[src/rtl/pcg_regs.svh]
// Register map, field layout and timing constants for clock gating
`ifndef PCG_REGS_SVH
`define PCG_REGS_SVH

// ----------------------------------------------------------------------
// Register offsets (byte addresses)
// ----------------------------------------------------------------------
`define PCG_OFF_RUN      12'h000
`define PCG_OFF_RUNSET   12'h004
`define PCG_OFF_RUNCLR   12'h008
`define PCG_OFF_DSLP     12'h00c
`define PCG_OFF_GLOBAL   12'h010
`define PCG_OFF_READY    12'h014
`define PCG_OFF_SLEEP    12'h018

// ----------------------------------------------------------------------
// Fields and reset values
// ----------------------------------------------------------------------
`define PCG_GLOBAL_BIT   0
`define PCG_SLEEP_BIT    0
`define PCG_RUN_RST      32'h0000_0000
`define PCG_DSLP_RST     32'h0000_0000
`define PCG_GLOBAL_RST   1'b0

// ----------------------------------------------------------------------
// Timing
// ----------------------------------------------------------------------
`define PCG_EN_DELAY     5
`define PCG_CNT_W        3

// ----------------------------------------------------------------------
// AXI responses
// ----------------------------------------------------------------------
`define PCG_RESP_OKAY    2'b00
`define PCG_RESP_SLVERR  2'b10

`endif

[src/rtl/pcg_pkg.sv]
// Types shared by the peripheral clock gating block
package pcg_pkg;

    // ------------------------------------------------------------------
    // Peripheral count and slice state
    // ------------------------------------------------------------------
    localparam int NUM_PERIPH = 32;

    typedef enum logic [2:0] {
        PCG_OFF     = 3'b001,
        PCG_WAKING  = 3'b010,
        PCG_ON      = 3'b100
    } pcg_slot_e;

    typedef struct packed {
        pcg_slot_e  state;
        logic [2:0] count;
    } pcg_slot_s;

    typedef struct packed {
        logic [11:0] addr;
        logic [31:0] data;
        logic [3:0]  strb;
    } pcg_wreq_s;

endpackage : pcg_pkg

[src/rtl/pcg_enable_delay.sv]
// One peripheral's enable delay sequencer
`timescale 1ns/10ps
`include "pcg_regs.svh"

module pcg_enable_delay #(
    parameter int DELAY = `PCG_EN_DELAY
) (
    // Clock and reset
    input  wire logic clk_sys,
    input  wire logic rst_n,
    // Control
    input  wire logic runEnable,
    // Status
    output logic      ready,
    output logic      waking
);

    initial begin
        if (DELAY < 1 || DELAY > 7) begin
            $error("DELAY out of range");
        end
    end

    pcg_pkg::pcg_slot_s st;
    pcg_pkg::pcg_slot_s next_st;

    always_comb begin
        next_st = st;
        case (st.state)
            pcg_pkg::PCG_OFF: begin
                if (runEnable) begin
                    next_st.state = pcg_pkg::PCG_WAKING;
                    next_st.count = 3'(DELAY - 1);
                end
            end
            pcg_pkg::PCG_WAKING: begin
                if (!runEnable) begin
                    next_st.state = pcg_pkg::PCG_OFF;
                end else if (st.count == 3'h0) begin
                    next_st.state = pcg_pkg::PCG_ON;
                end else begin
                    next_st.count = st.count - 3'h1;
                end
            end
            pcg_pkg::PCG_ON: begin
                if (!runEnable) begin
                    next_st.state = pcg_pkg::PCG_OFF;
                end
            end
            default: next_st.state = pcg_pkg::PCG_OFF;
        endcase
    end

    always_ff @(posedge clk_sys or negedge rst_n) begin
        if (!rst_n) begin
            st.state <= pcg_pkg::PCG_OFF;
            st.count <= 3'h0;
        end else begin
            st <= next_st;
        end
    end

    assign ready  = (st.state == pcg_pkg::PCG_ON);
    assign waking = (st.state == pcg_pkg::PCG_WAKING);

    // ------------------------------------------------------------------
    // Checks
    // ------------------------------------------------------------------
    ready_after_five_a: assert property (@(posedge clk_sys) disable iff (!rst_n)
        $rose(runEnable) ##0 runEnable [*6] |=> ready)
        else $error("Slot not ready five cycles after enable");

    not_early_a: assert property (@(posedge clk_sys) disable iff (!rst_n)
        $rose(runEnable) |-> !ready ##1 !ready [*5])
        else $error("Slot ready before delay elapsed");

    off_when_clear_a: assert property (@(posedge clk_sys) disable iff (!rst_n)
        !runEnable |=> !ready)
        else $error("Slot ready while run enable clear");

endmodule : pcg_enable_delay

[src/rtl/pcg_clock_gating.sv]
// Peripheral clock gating controller with AXI4-Lite register access
`timescale 1ns/10ps
`include "pcg_regs.svh"

// Overview of operation
// - Gate off deep-sleep-disabled clocks in deep sleep
// - Restore clocks on wake; peripheral state kept
// - Deep-sleep-enabled peripherals keep clock running
// - Global switch off ignores stored deep-sleep bits
// - Run enable clear holds peripheral inactive
// - Run enables reset to disabled
// - Five cycle delay before peripheral enabled
// - Access during enable delay gets bus fault
// - Separate gating control per listed peripheral
// - Global switch off after reset
module pcg_clock_gating #(
    parameter int NPER  = pcg_pkg::NUM_PERIPH,
    parameter int DELAY = `PCG_EN_DELAY
) (
    // Clock and reset
    input  wire logic              clk_sys,
    input  wire logic              rst_n,
    // AXI4-Lite write address
    input  wire logic [11:0]       s_axi_awaddr,
    input  wire logic              s_axi_awvalid,
    output logic                   s_axi_awready,
    // AXI4-Lite write data
    input  wire logic [31:0]       s_axi_wdata,
    input  wire logic [3:0]        s_axi_wstrb,
    input  wire logic              s_axi_wvalid,
    output logic                   s_axi_wready,
    // AXI4-Lite write response
    output logic [1:0]             s_axi_bresp,
    output logic                   s_axi_bvalid,
    input  wire logic              s_axi_bready,
    // AXI4-Lite read address
    input  wire logic [11:0]       s_axi_araddr,
    input  wire logic              s_axi_arvalid,
    output logic                   s_axi_arready,
    // AXI4-Lite read data
    output logic [31:0]            s_axi_rdata,
    output logic [1:0]             s_axi_rresp,
    output logic                   s_axi_rvalid,
    input  wire logic              s_axi_rready,
    // Processor power state
    input  wire logic              deepSleep,
    // Peripheral bus access monitor
    input  wire logic [4:0]        periphSel,
    input  wire logic              periphAccess,
    output logic                   periphFault,
    // Peripheral gating outputs
    output logic [NPER-1:0]        clockEnable,
    output logic [NPER-1:0]        periphActive
);

    // ------------------------------------------------------------------
    // Parameter checks
    // ------------------------------------------------------------------
    initial begin
        if (NPER < 1 || NPER > 32) begin
            $error("NPER must be 1..32");
        end
    end

    // ------------------------------------------------------------------
    // Register state
    // ------------------------------------------------------------------
    // Bit map: 0 adc, 1-2 can, 3-5 comp, 6-13 ports, 14 hib,
    // 15-16 i2c, 17 pwm, 18 qei, 19-22 timers, 23-25 uart,
    // 26 dma, 27 wdog; upper bits spare
    typedef struct packed {
        logic [NPER-1:0] runEn;
        logic [NPER-1:0] dslpEn;
        logic            globalGate;
        logic            sleepSync1;
        logic            sleepSync2;
        logic            haveAw;
        logic            haveW;
        pcg_pkg::pcg_wreq_s wreq;
        logic            bvalid;
        logic [1:0]      bresp;
        logic            rvalid;
        logic [31:0]     rdata;
        logic [1:0]      rresp;
        logic            fault;
    } pcg_state_s;

    pcg_state_s r;
    pcg_state_s next_r;

    logic [NPER-1:0] ready;
    logic [NPER-1:0] waking;

    // ------------------------------------------------------------------
    // Per-peripheral enable delay
    // ------------------------------------------------------------------
    genvar gi;
    generate
        for (gi = 0; gi < NPER; gi++) begin : g_slot
            pcg_enable_delay #(
                .DELAY     (DELAY)
            ) u_delay (
                .clk_sys   (clk_sys),
                .rst_n     (rst_n),
                .runEnable (r.runEn[gi]),
                .ready     (ready[gi]),
                .waking    (waking[gi])
            );
        end
    endgenerate

    // ------------------------------------------------------------------
    // Helpers
    // ------------------------------------------------------------------
    function automatic logic [31:0] widen(input logic [NPER-1:0] v);
        logic [31:0] w;
        w = 32'h0;
        w[NPER-1:0] = v;
        return w;
    endfunction : widen

    function automatic logic [31:0] merge(input logic [31:0] old,
                                          input logic [31:0] val,
                                          input logic [3:0]  strb);
        logic [31:0] res;
        res = old;
        for (int b = 0; b < 4; b++) begin
            if (strb[b]) begin
                res[b*8 +: 8] = val[b*8 +: 8];
            end
        end
        return res;
    endfunction : merge

    // ------------------------------------------------------------------
    // Next-state logic
    // ------------------------------------------------------------------
    always_comb begin
        logic [31:0] wd;
        logic [31:0] cur;
        logic        doWrite;
        wd      = 32'h0;
        cur     = 32'h0;
        doWrite = 1'b0;
        next_r  = r;

        // Deep-sleep indication crosses from the power controller
        next_r.sleepSync1 = deepSleep;
        next_r.sleepSync2 = r.sleepSync1;

        // Write channels taken in either order
        if (s_axi_awvalid && !r.haveAw && !r.bvalid) begin
            next_r.haveAw    = 1'b1;
            next_r.wreq.addr = s_axi_awaddr;
        end
        if (s_axi_wvalid && !r.haveW && !r.bvalid) begin
            next_r.haveW     = 1'b1;
            next_r.wreq.data = s_axi_wdata;
            next_r.wreq.strb = s_axi_wstrb;
        end

        doWrite = r.haveAw && r.haveW && !r.bvalid;
        if (doWrite) begin
            next_r.haveAw = 1'b0;
            next_r.haveW  = 1'b0;
            next_r.bvalid = 1'b1;
            next_r.bresp  = `PCG_RESP_OKAY;
            wd = merge(32'h0, r.wreq.data, r.wreq.strb);
            case (r.wreq.addr)
                `PCG_OFF_RUN: begin
                    cur = merge(widen(r.runEn), r.wreq.data,
                                r.wreq.strb);
                    next_r.runEn = cur[NPER-1:0];
                end
                `PCG_OFF_RUNSET: begin
                    // Atomic set touches only chosen bits
                    next_r.runEn = r.runEn | wd[NPER-1:0];
                end
                `PCG_OFF_RUNCLR: begin
                    next_r.runEn = r.runEn & ~wd[NPER-1:0];
                end
                `PCG_OFF_DSLP: begin
                    cur = merge(widen(r.dslpEn), r.wreq.data,
                                r.wreq.strb);
                    next_r.dslpEn = cur[NPER-1:0];
                end
                `PCG_OFF_GLOBAL: begin
                    if (r.wreq.strb[0]) begin
                        next_r.globalGate =
                            r.wreq.data[`PCG_GLOBAL_BIT];
                    end
                end
                `PCG_OFF_READY, `PCG_OFF_SLEEP: begin
                    next_r.bresp = `PCG_RESP_OKAY;
                end
                default: next_r.bresp = `PCG_RESP_SLVERR;
            endcase
        end
        if (r.bvalid && s_axi_bready) begin
            next_r.bvalid = 1'b0;
        end

        // Read channel
        if (s_axi_arvalid && !r.rvalid) begin
            next_r.rvalid = 1'b1;
            next_r.rresp  = `PCG_RESP_OKAY;
            next_r.rdata  = 32'h0;
            case (s_axi_araddr)
                `PCG_OFF_RUN:    next_r.rdata = widen(r.runEn);
                `PCG_OFF_DSLP:   next_r.rdata = widen(r.dslpEn);
                `PCG_OFF_GLOBAL: next_r.rdata[`PCG_GLOBAL_BIT] =
                                     r.globalGate;
                `PCG_OFF_READY:  next_r.rdata = widen(ready);
                `PCG_OFF_SLEEP:  next_r.rdata[`PCG_SLEEP_BIT] =
                                     r.sleepSync2;
                `PCG_OFF_RUNSET, `PCG_OFF_RUNCLR: begin
                    next_r.rdata = 32'h0;
                end
                default: next_r.rresp = `PCG_RESP_SLVERR;
            endcase
        end else if (r.rvalid && s_axi_rready) begin
            next_r.rvalid = 1'b0;
        end

        // Access to a waking peripheral ends in a fault
        next_r.fault = 1'b0;
        if (periphAccess && int'(periphSel) < NPER) begin
            next_r.fault = waking[periphSel];
        end
    end

    // ------------------------------------------------------------------
    // State register
    // ------------------------------------------------------------------
    always_ff @(posedge clk_sys or negedge rst_n) begin
        if (!rst_n) begin
            r            <= '0;
            r.runEn      <= NPER'(`PCG_RUN_RST);
            r.dslpEn     <= NPER'(`PCG_DSLP_RST);
            r.globalGate <= `PCG_GLOBAL_RST;
        end else begin
            r <= next_r;
        end
    end

    // ------------------------------------------------------------------
    // Gating outputs
    // ------------------------------------------------------------------
    // Clock stays off until the delay ends; gating only the clock
    // keeps every peripheral register intact across deep sleep
    always_comb begin
        for (int i = 0; i < NPER; i++) begin
            if (r.sleepSync2 && r.globalGate) begin
                clockEnable[i] = ready[i] && r.dslpEn[i];
            end else begin
                clockEnable[i] = ready[i];
            end
        end
    end

    assign periphActive  = ready;
    assign periphFault   = r.fault;
    assign s_axi_awready = !r.haveAw && !r.bvalid;
    assign s_axi_wready  = !r.haveW && !r.bvalid;
    assign s_axi_bvalid  = r.bvalid;
    assign s_axi_bresp   = r.bresp;
    assign s_axi_arready = !r.rvalid;
    assign s_axi_rvalid  = r.rvalid;
    assign s_axi_rdata   = r.rdata;
    assign s_axi_rresp   = r.rresp;

    // ------------------------------------------------------------------
    // Checks
    // ------------------------------------------------------------------
    gate_in_sleep_a: assert property (@(posedge clk_sys) disable iff (!rst_n)
        (r.sleepSync2 && r.globalGate) |-> ((clockEnable & ~r.dslpEn) == '0))
        else $error("Clock running for gated peripheral");

    keep_in_sleep_a: assert property (@(posedge clk_sys) disable iff (!rst_n)
        r.sleepSync2 |-> ((clockEnable ^ (ready & r.dslpEn)) & r.dslpEn) == '0)
        else $error("Deep-sleep enabled peripheral lost clock");

    restore_wake_a: assert property (@(posedge clk_sys) disable iff (!rst_n)
        !r.sleepSync2 |-> clockEnable == ready)
        else $error("Clock not restored outside deep sleep");

    switch_off_a: assert property (@(posedge clk_sys) disable iff (!rst_n)
        !r.globalGate |-> clockEnable == ready)
        else $error("Deep-sleep bits applied with switch off");

    dslp_kept_a: assert property (@(posedge clk_sys) disable iff (!rst_n)
        $changed(r.dslpEn) |-> $past(r.haveAw && r.haveW
            && r.wreq.addr == `PCG_OFF_DSLP))
        else $error("Deep-sleep bits changed without write");

    inactive_off_a: assert property (@(posedge clk_sys) disable iff (!rst_n)
        (periphActive & ~r.runEn & ~$past(r.runEn)) == '0)
        else $error("Peripheral active while disabled");

    fault_wake_a: assert property (@(posedge clk_sys) disable iff (!rst_n)
        (periphAccess && int'(periphSel) < NPER && waking[periphSel])
        |=> periphFault)
        else $error("No fault for access during delay");

    set_only_a: assert property (@(posedge clk_sys) disable iff (!rst_n)
        $past(r.haveAw && r.haveW && !r.bvalid
            && r.wreq.addr == `PCG_OFF_RUNSET)
        |-> ((r.runEn ^ $past(r.runEn)) & $past(r.runEn)) == '0)
        else $error("Set write cleared a bit");

endmodule : pcg_clock_gating

[config.mk]
export PLATFORM = sky130hd
export DESIGN_NAME = pcg_clock_gating
export DESIGN_NICKNAME = d
export VERILOG_FILES = /design/src/rtl/pcg_pkg.sv /design/src/rtl/pcg_enable_delay.sv /design/src/rtl/pcg_clock_gating.sv
export VERILOG_INCLUDE_DIRS = /design/src /design/src/rtl
export SDC_FILE = /design/constraint.sdc
export NUM_CORES = 1
export LEC_CHECK = 0
export BUFFER_PORTS_ARGS = -buffer_cell sky130_fd_sc_hd__clkbuf_2
export CAP_MARGIN = 0
export CORE_MARGIN = 5
export CORE_UTILIZATION = 60
export CTS_CLUSTER_SIZE = 10
export DETAILED_ROUTE_END_ITERATION = 6
export PLACE_DENSITY = 0.87
export SLEW_MARGIN = 15
export SYNTH_ARGS = -nofsm -noshare
export SYNTH_HDL_FRONTEND = slang
export SYNTH_SLANG_ARGS = --single-unit
[constraint.sdc]
create_clock -name clk_sys -period 2.58 [get_ports clk_sys]
set_clock_uncertainty 0.1 [all_clocks]
set_input_delay 0.129 -clock clk_sys [delete_from_list [all_inputs] [get_ports clk_sys]]
set_output_delay 0.129 -clock clk_sys [all_outputs]
set_load 0.01 [all_outputs]
==> flow_summary_export.csv <==
group,metric,value,unit
critical_path,required,2.89,ns
global_route,grt_max_degree,81,
detailed_routing,dr.pass1.iters,5,
floorplanning,io_pins,180,
critical_path,crit_slowest_cell,"dlygate4sd3_1",
finish,fin_nets,2046,
sta,fin_crit,2.531,ns
clock_tree,h-tree-depth,2,
power_and_ir_drop,power,14.90,mW
finish,multi_input_area,8173,um2
floorplanning,die_x,182.9,um
synthesis,synth_edf_count,0,
finish,n_fill_cell,2050,
power_and_ir_drop,power_density,718.4,nW/um2
synthesis,syn_area_per_cell,10.51,um2
floorplanning,core,29560,um2
sta,finalSetupViolations,0,
detailed_routing,ant_nets,0,
worst_hold_path,hp-class,"in -> reg",
placement,dpl_cell_area,18910,um2
critical_path,crit_fanout,6,
critical_path,startpoint_type,"register",
sta,final_hold_viol_count,0,
synthesis,async_flop_share,1.000,
clock_tree,cts_tree,"built",
finish,drive_above_1_share,0.2265,
detailed_routing,drc_errors,0,
finish,fin_area,20740,um2
placement,dp_hpwl,31110,um
floorplanning,dieArea,33430,um2
power_and_ir_drop,irDropWorstVdd,0.0005701,V
clock_tree,clock_sinks,346,
sta,tns,0,ns
clock_tree,clock_latency,0.53,ns
finish,register_area,8698,um2
flow_run,cap_violations,0,
placement,dp_slack,0.2310,ns
sta,final_max_slew_viol_count,0,
floorplanning,rows,63,
clock_tree,cts_buffer_depth,3,
critical_path,slowest_delay,0.57,ns
floorplanning,initial_core_util,0.6064,
outcome,status,"completed",
detailed_routing,vias_per_cell,6.066,
detailed_routing,dr.first_iter.drc_count,1073,
clock_tree,clkTransAtPathRegs,0.06,ns
synthesis,ys_seq_area_frac,0.4852,
sta,hold_ws,0.07955,ns
critical_path,cp_data_arrival_time,2.84,ns
finish,syn2layout_area_growth,15.70,%
power_and_ir_drop,p_leak,9.516,nW
critical_path,end_kind,"register",
global_route,gr-usage-all-layers,0.2785,
detailed_routing,wl,47280,um
global_route,grt.overflow.total,0,
sta,setup_ws,0.04862,ns
synthesis,syn_area,17930,um2
detailed_routing,num_vias,14103,
floorplanning,fp.dieH,182.9,um
sta,maxSlewHeadroom,0.4704,
synthesis,ys_seq_elements,346,
global_route,grt_pass1_wl,75400,um
sta,worst_pin_slew,0.7927,ns
critical_path,critical_path_class,"reg -> reg",
sta,period_share,0.9812,
global_route,antenna_found_initial,1,
synthesis,ys_warn_count,0,
clock_tree,cts_buffers,41,
sta,rsz0062_at_grt,"no",
placement,gp_routability_congestion,0.8554,
synthesis,synth_flop_cell,"dfrtp_1",
synthesis,ys_types,70,
detailed_routing,wl_per_cell,20.34,um
clock_tree,root_buffer,"clkbuf_16",
synthesis,syn-instance-count,1706,
global_route,grt_pass1_vias,14581,
sta,clock.fmax,395.0,MHz
critical_path,cp_cell_sequence,"nor2b_1 -> and2_0 -> mux4_2 -> o21ai_0 -> o32ai_1 -> dlygate4sd3_1",
placement,io_buffers,177,
[registers in the layout, indices dropped and copies added (netlist names)]
register           count
periphFault            1
s_axi_bresp            1
next_r                 1
s_axi_rresp            1
g_slot.u_delay.st    192
s_axi_bvalid           1
s_axi_rvalid           1
s_axi_rdata           32
r                    116
[metal layers]
metal / up-vias / GRT usage / part of all wire / routed length [um]
met3: 156 / 0.05276 / 0.067 / 3179
met2: 536 / 0.4718 / 0.49 / 23190
met1: 7022 / 0.3462 / 0.39 / 18640
li1: 6389 / - / - / -
met5: - / 0 / 0 / 0
met4: 0 / 0.1344 / 0.048 / 2275
[placed cells by master, fill, tap and decap left out, drive strengths merged, types with 10 or more instances in the layout]
cell and n:
xnor2 16, mux2i 15, nand3b 10, mux2 81, o311ai 10, ha 64
a31oi 16, nand3 70, a21oi 29, a22oi 32, nor4bb 15, buf 35
nor2 86, dfstp 32, o21ai 137, nor3b 57, dfrtp 314, nand2 152
and3 16, inv 102, o211ai 13, a311oi 31, xor2 23, dlygate4sd3 59
and4b 14, nor2b 76, nand2b 40, o21a 34, nor3 22, clkbuf 243
[power by group]
group          switching (mW)  internal (mW)
logic                    1.30           1.28
clock network            2.15           3.06
registers               0.834           6.27
[worst paths after layout]
kind | start | to | slack, ns | cells after the start
max | g_slot[31].u_delay.st[3] | periphFault | 0.05 | 6
min | s_axi_araddr[10] | s_axi_rdata[0] | 0.08 | 5
min reg2reg | next_r[89] | r[89] | 0.27 | 0
max in group asynchronous | rst_n | g_slot[17].u_delay.st[3] | 1.41 | 3
min in group asynchronous | rst_n | g_slot[0].u_delay.st[1] | 0.09 | 2
max reg2reg | g_slot[31].u_delay.st[3] | periphFault | 0.05 | 6
[cell families (layout without fill, tap and decap cells)]
kind of cell | Yosys count | after routing | share of synthesized area
buffers and inverters | 214 | 441 | 0.06324
adders and majority gates | 64 | 64 | 0.04467
muxes | 98 | 98 | 0.06177
AOI/OAI and AO/OA | 341 | 341 | 0.1353
DFF | 346 | 346 | 0.4852
and+or+nand+nor | 603 | 603 | 0.1905
other | 1 | 3 | 0.0002092
xor gates and xnor gates | 39 | 39 | 0.01905
[timing repair]
item,in CTS,in global routing
setup buffers,0,0
hold buffers,59,0
endpoints found under the setup margin,0,1
endpoints found under the hold margin,127,0
resized for setup,0,13
[per-stage QoR]
stage | cells | utilization
2_1_floorplan | 1707 | -
3_3_place_gp | 2196 | 0.6399
3_5_place_dp | 2196 | 0.6399
4_1_cts | 2324 | 0.6998
5_1_grt | 2325 | 0.7017
6_report | 2325 | 0.7017
[cells in the mapped netlist (6+ instances only)]
library cell	instances	area [um2]
a21oi_1	29	145.1
a22o_1	6	52.55
a22oi_1	22	165.2
a22oi_2	10	125.1
a311oi_2	28	420.4
a31oi_1	16	100.1
and3_1	16	100.1
and4b_1	14	140.1
buf_2	13	65.06
buf_4	73	548.0
clkbuf_1	21	78.83
dfrtp_1	314	7858
dfstp_2	32	840.8
ha_1	64	800.8
inv_1	101	379.1
mux2_2	81	912.1
mux2i_1	15	150.1
nand2_1	152	570.6
nand2b_1	40	250.2
nand3_1	69	345.3
nand3b_1	10	75.07
nand4_1	6	37.54
nor2_1	86	322.8
nor2b_1	76	475.5
nor3_1	21	105.1
nor3b_1	57	427.9
nor4bb_1	15	150.1
o211ai_1	13	97.59
o21a_1	34	255.2
o21ai_0	137	685.7
o22ai_1	9	56.30
o311ai_0	10	87.58
xnor2_1	16	140.1
xor2_1	23	201.4
[worst max-delay path, delay by kind of cell, from the launching register on]
family,cells,cell delay [ns]
flops,1,0.55
simple gates,2,0.35
mux,1,0.56
buf+inv,1,0.57
compound gates,2,0.28
[final cells by class]
type / count / area share
antenna: 1 / 0.0001206
clock buffer: 67 / 0.05622
sequential: 346 / 0.4194
inverter: 102 / 0.01846
timing repair buffer: 270 / 0.08759
clock inverter: 2 / 0.0006636
tap: 390 / 0.02353
multi-input combinational: 1147 / 0.3940
Note: power is estimated with default switching activity, not from simulation.
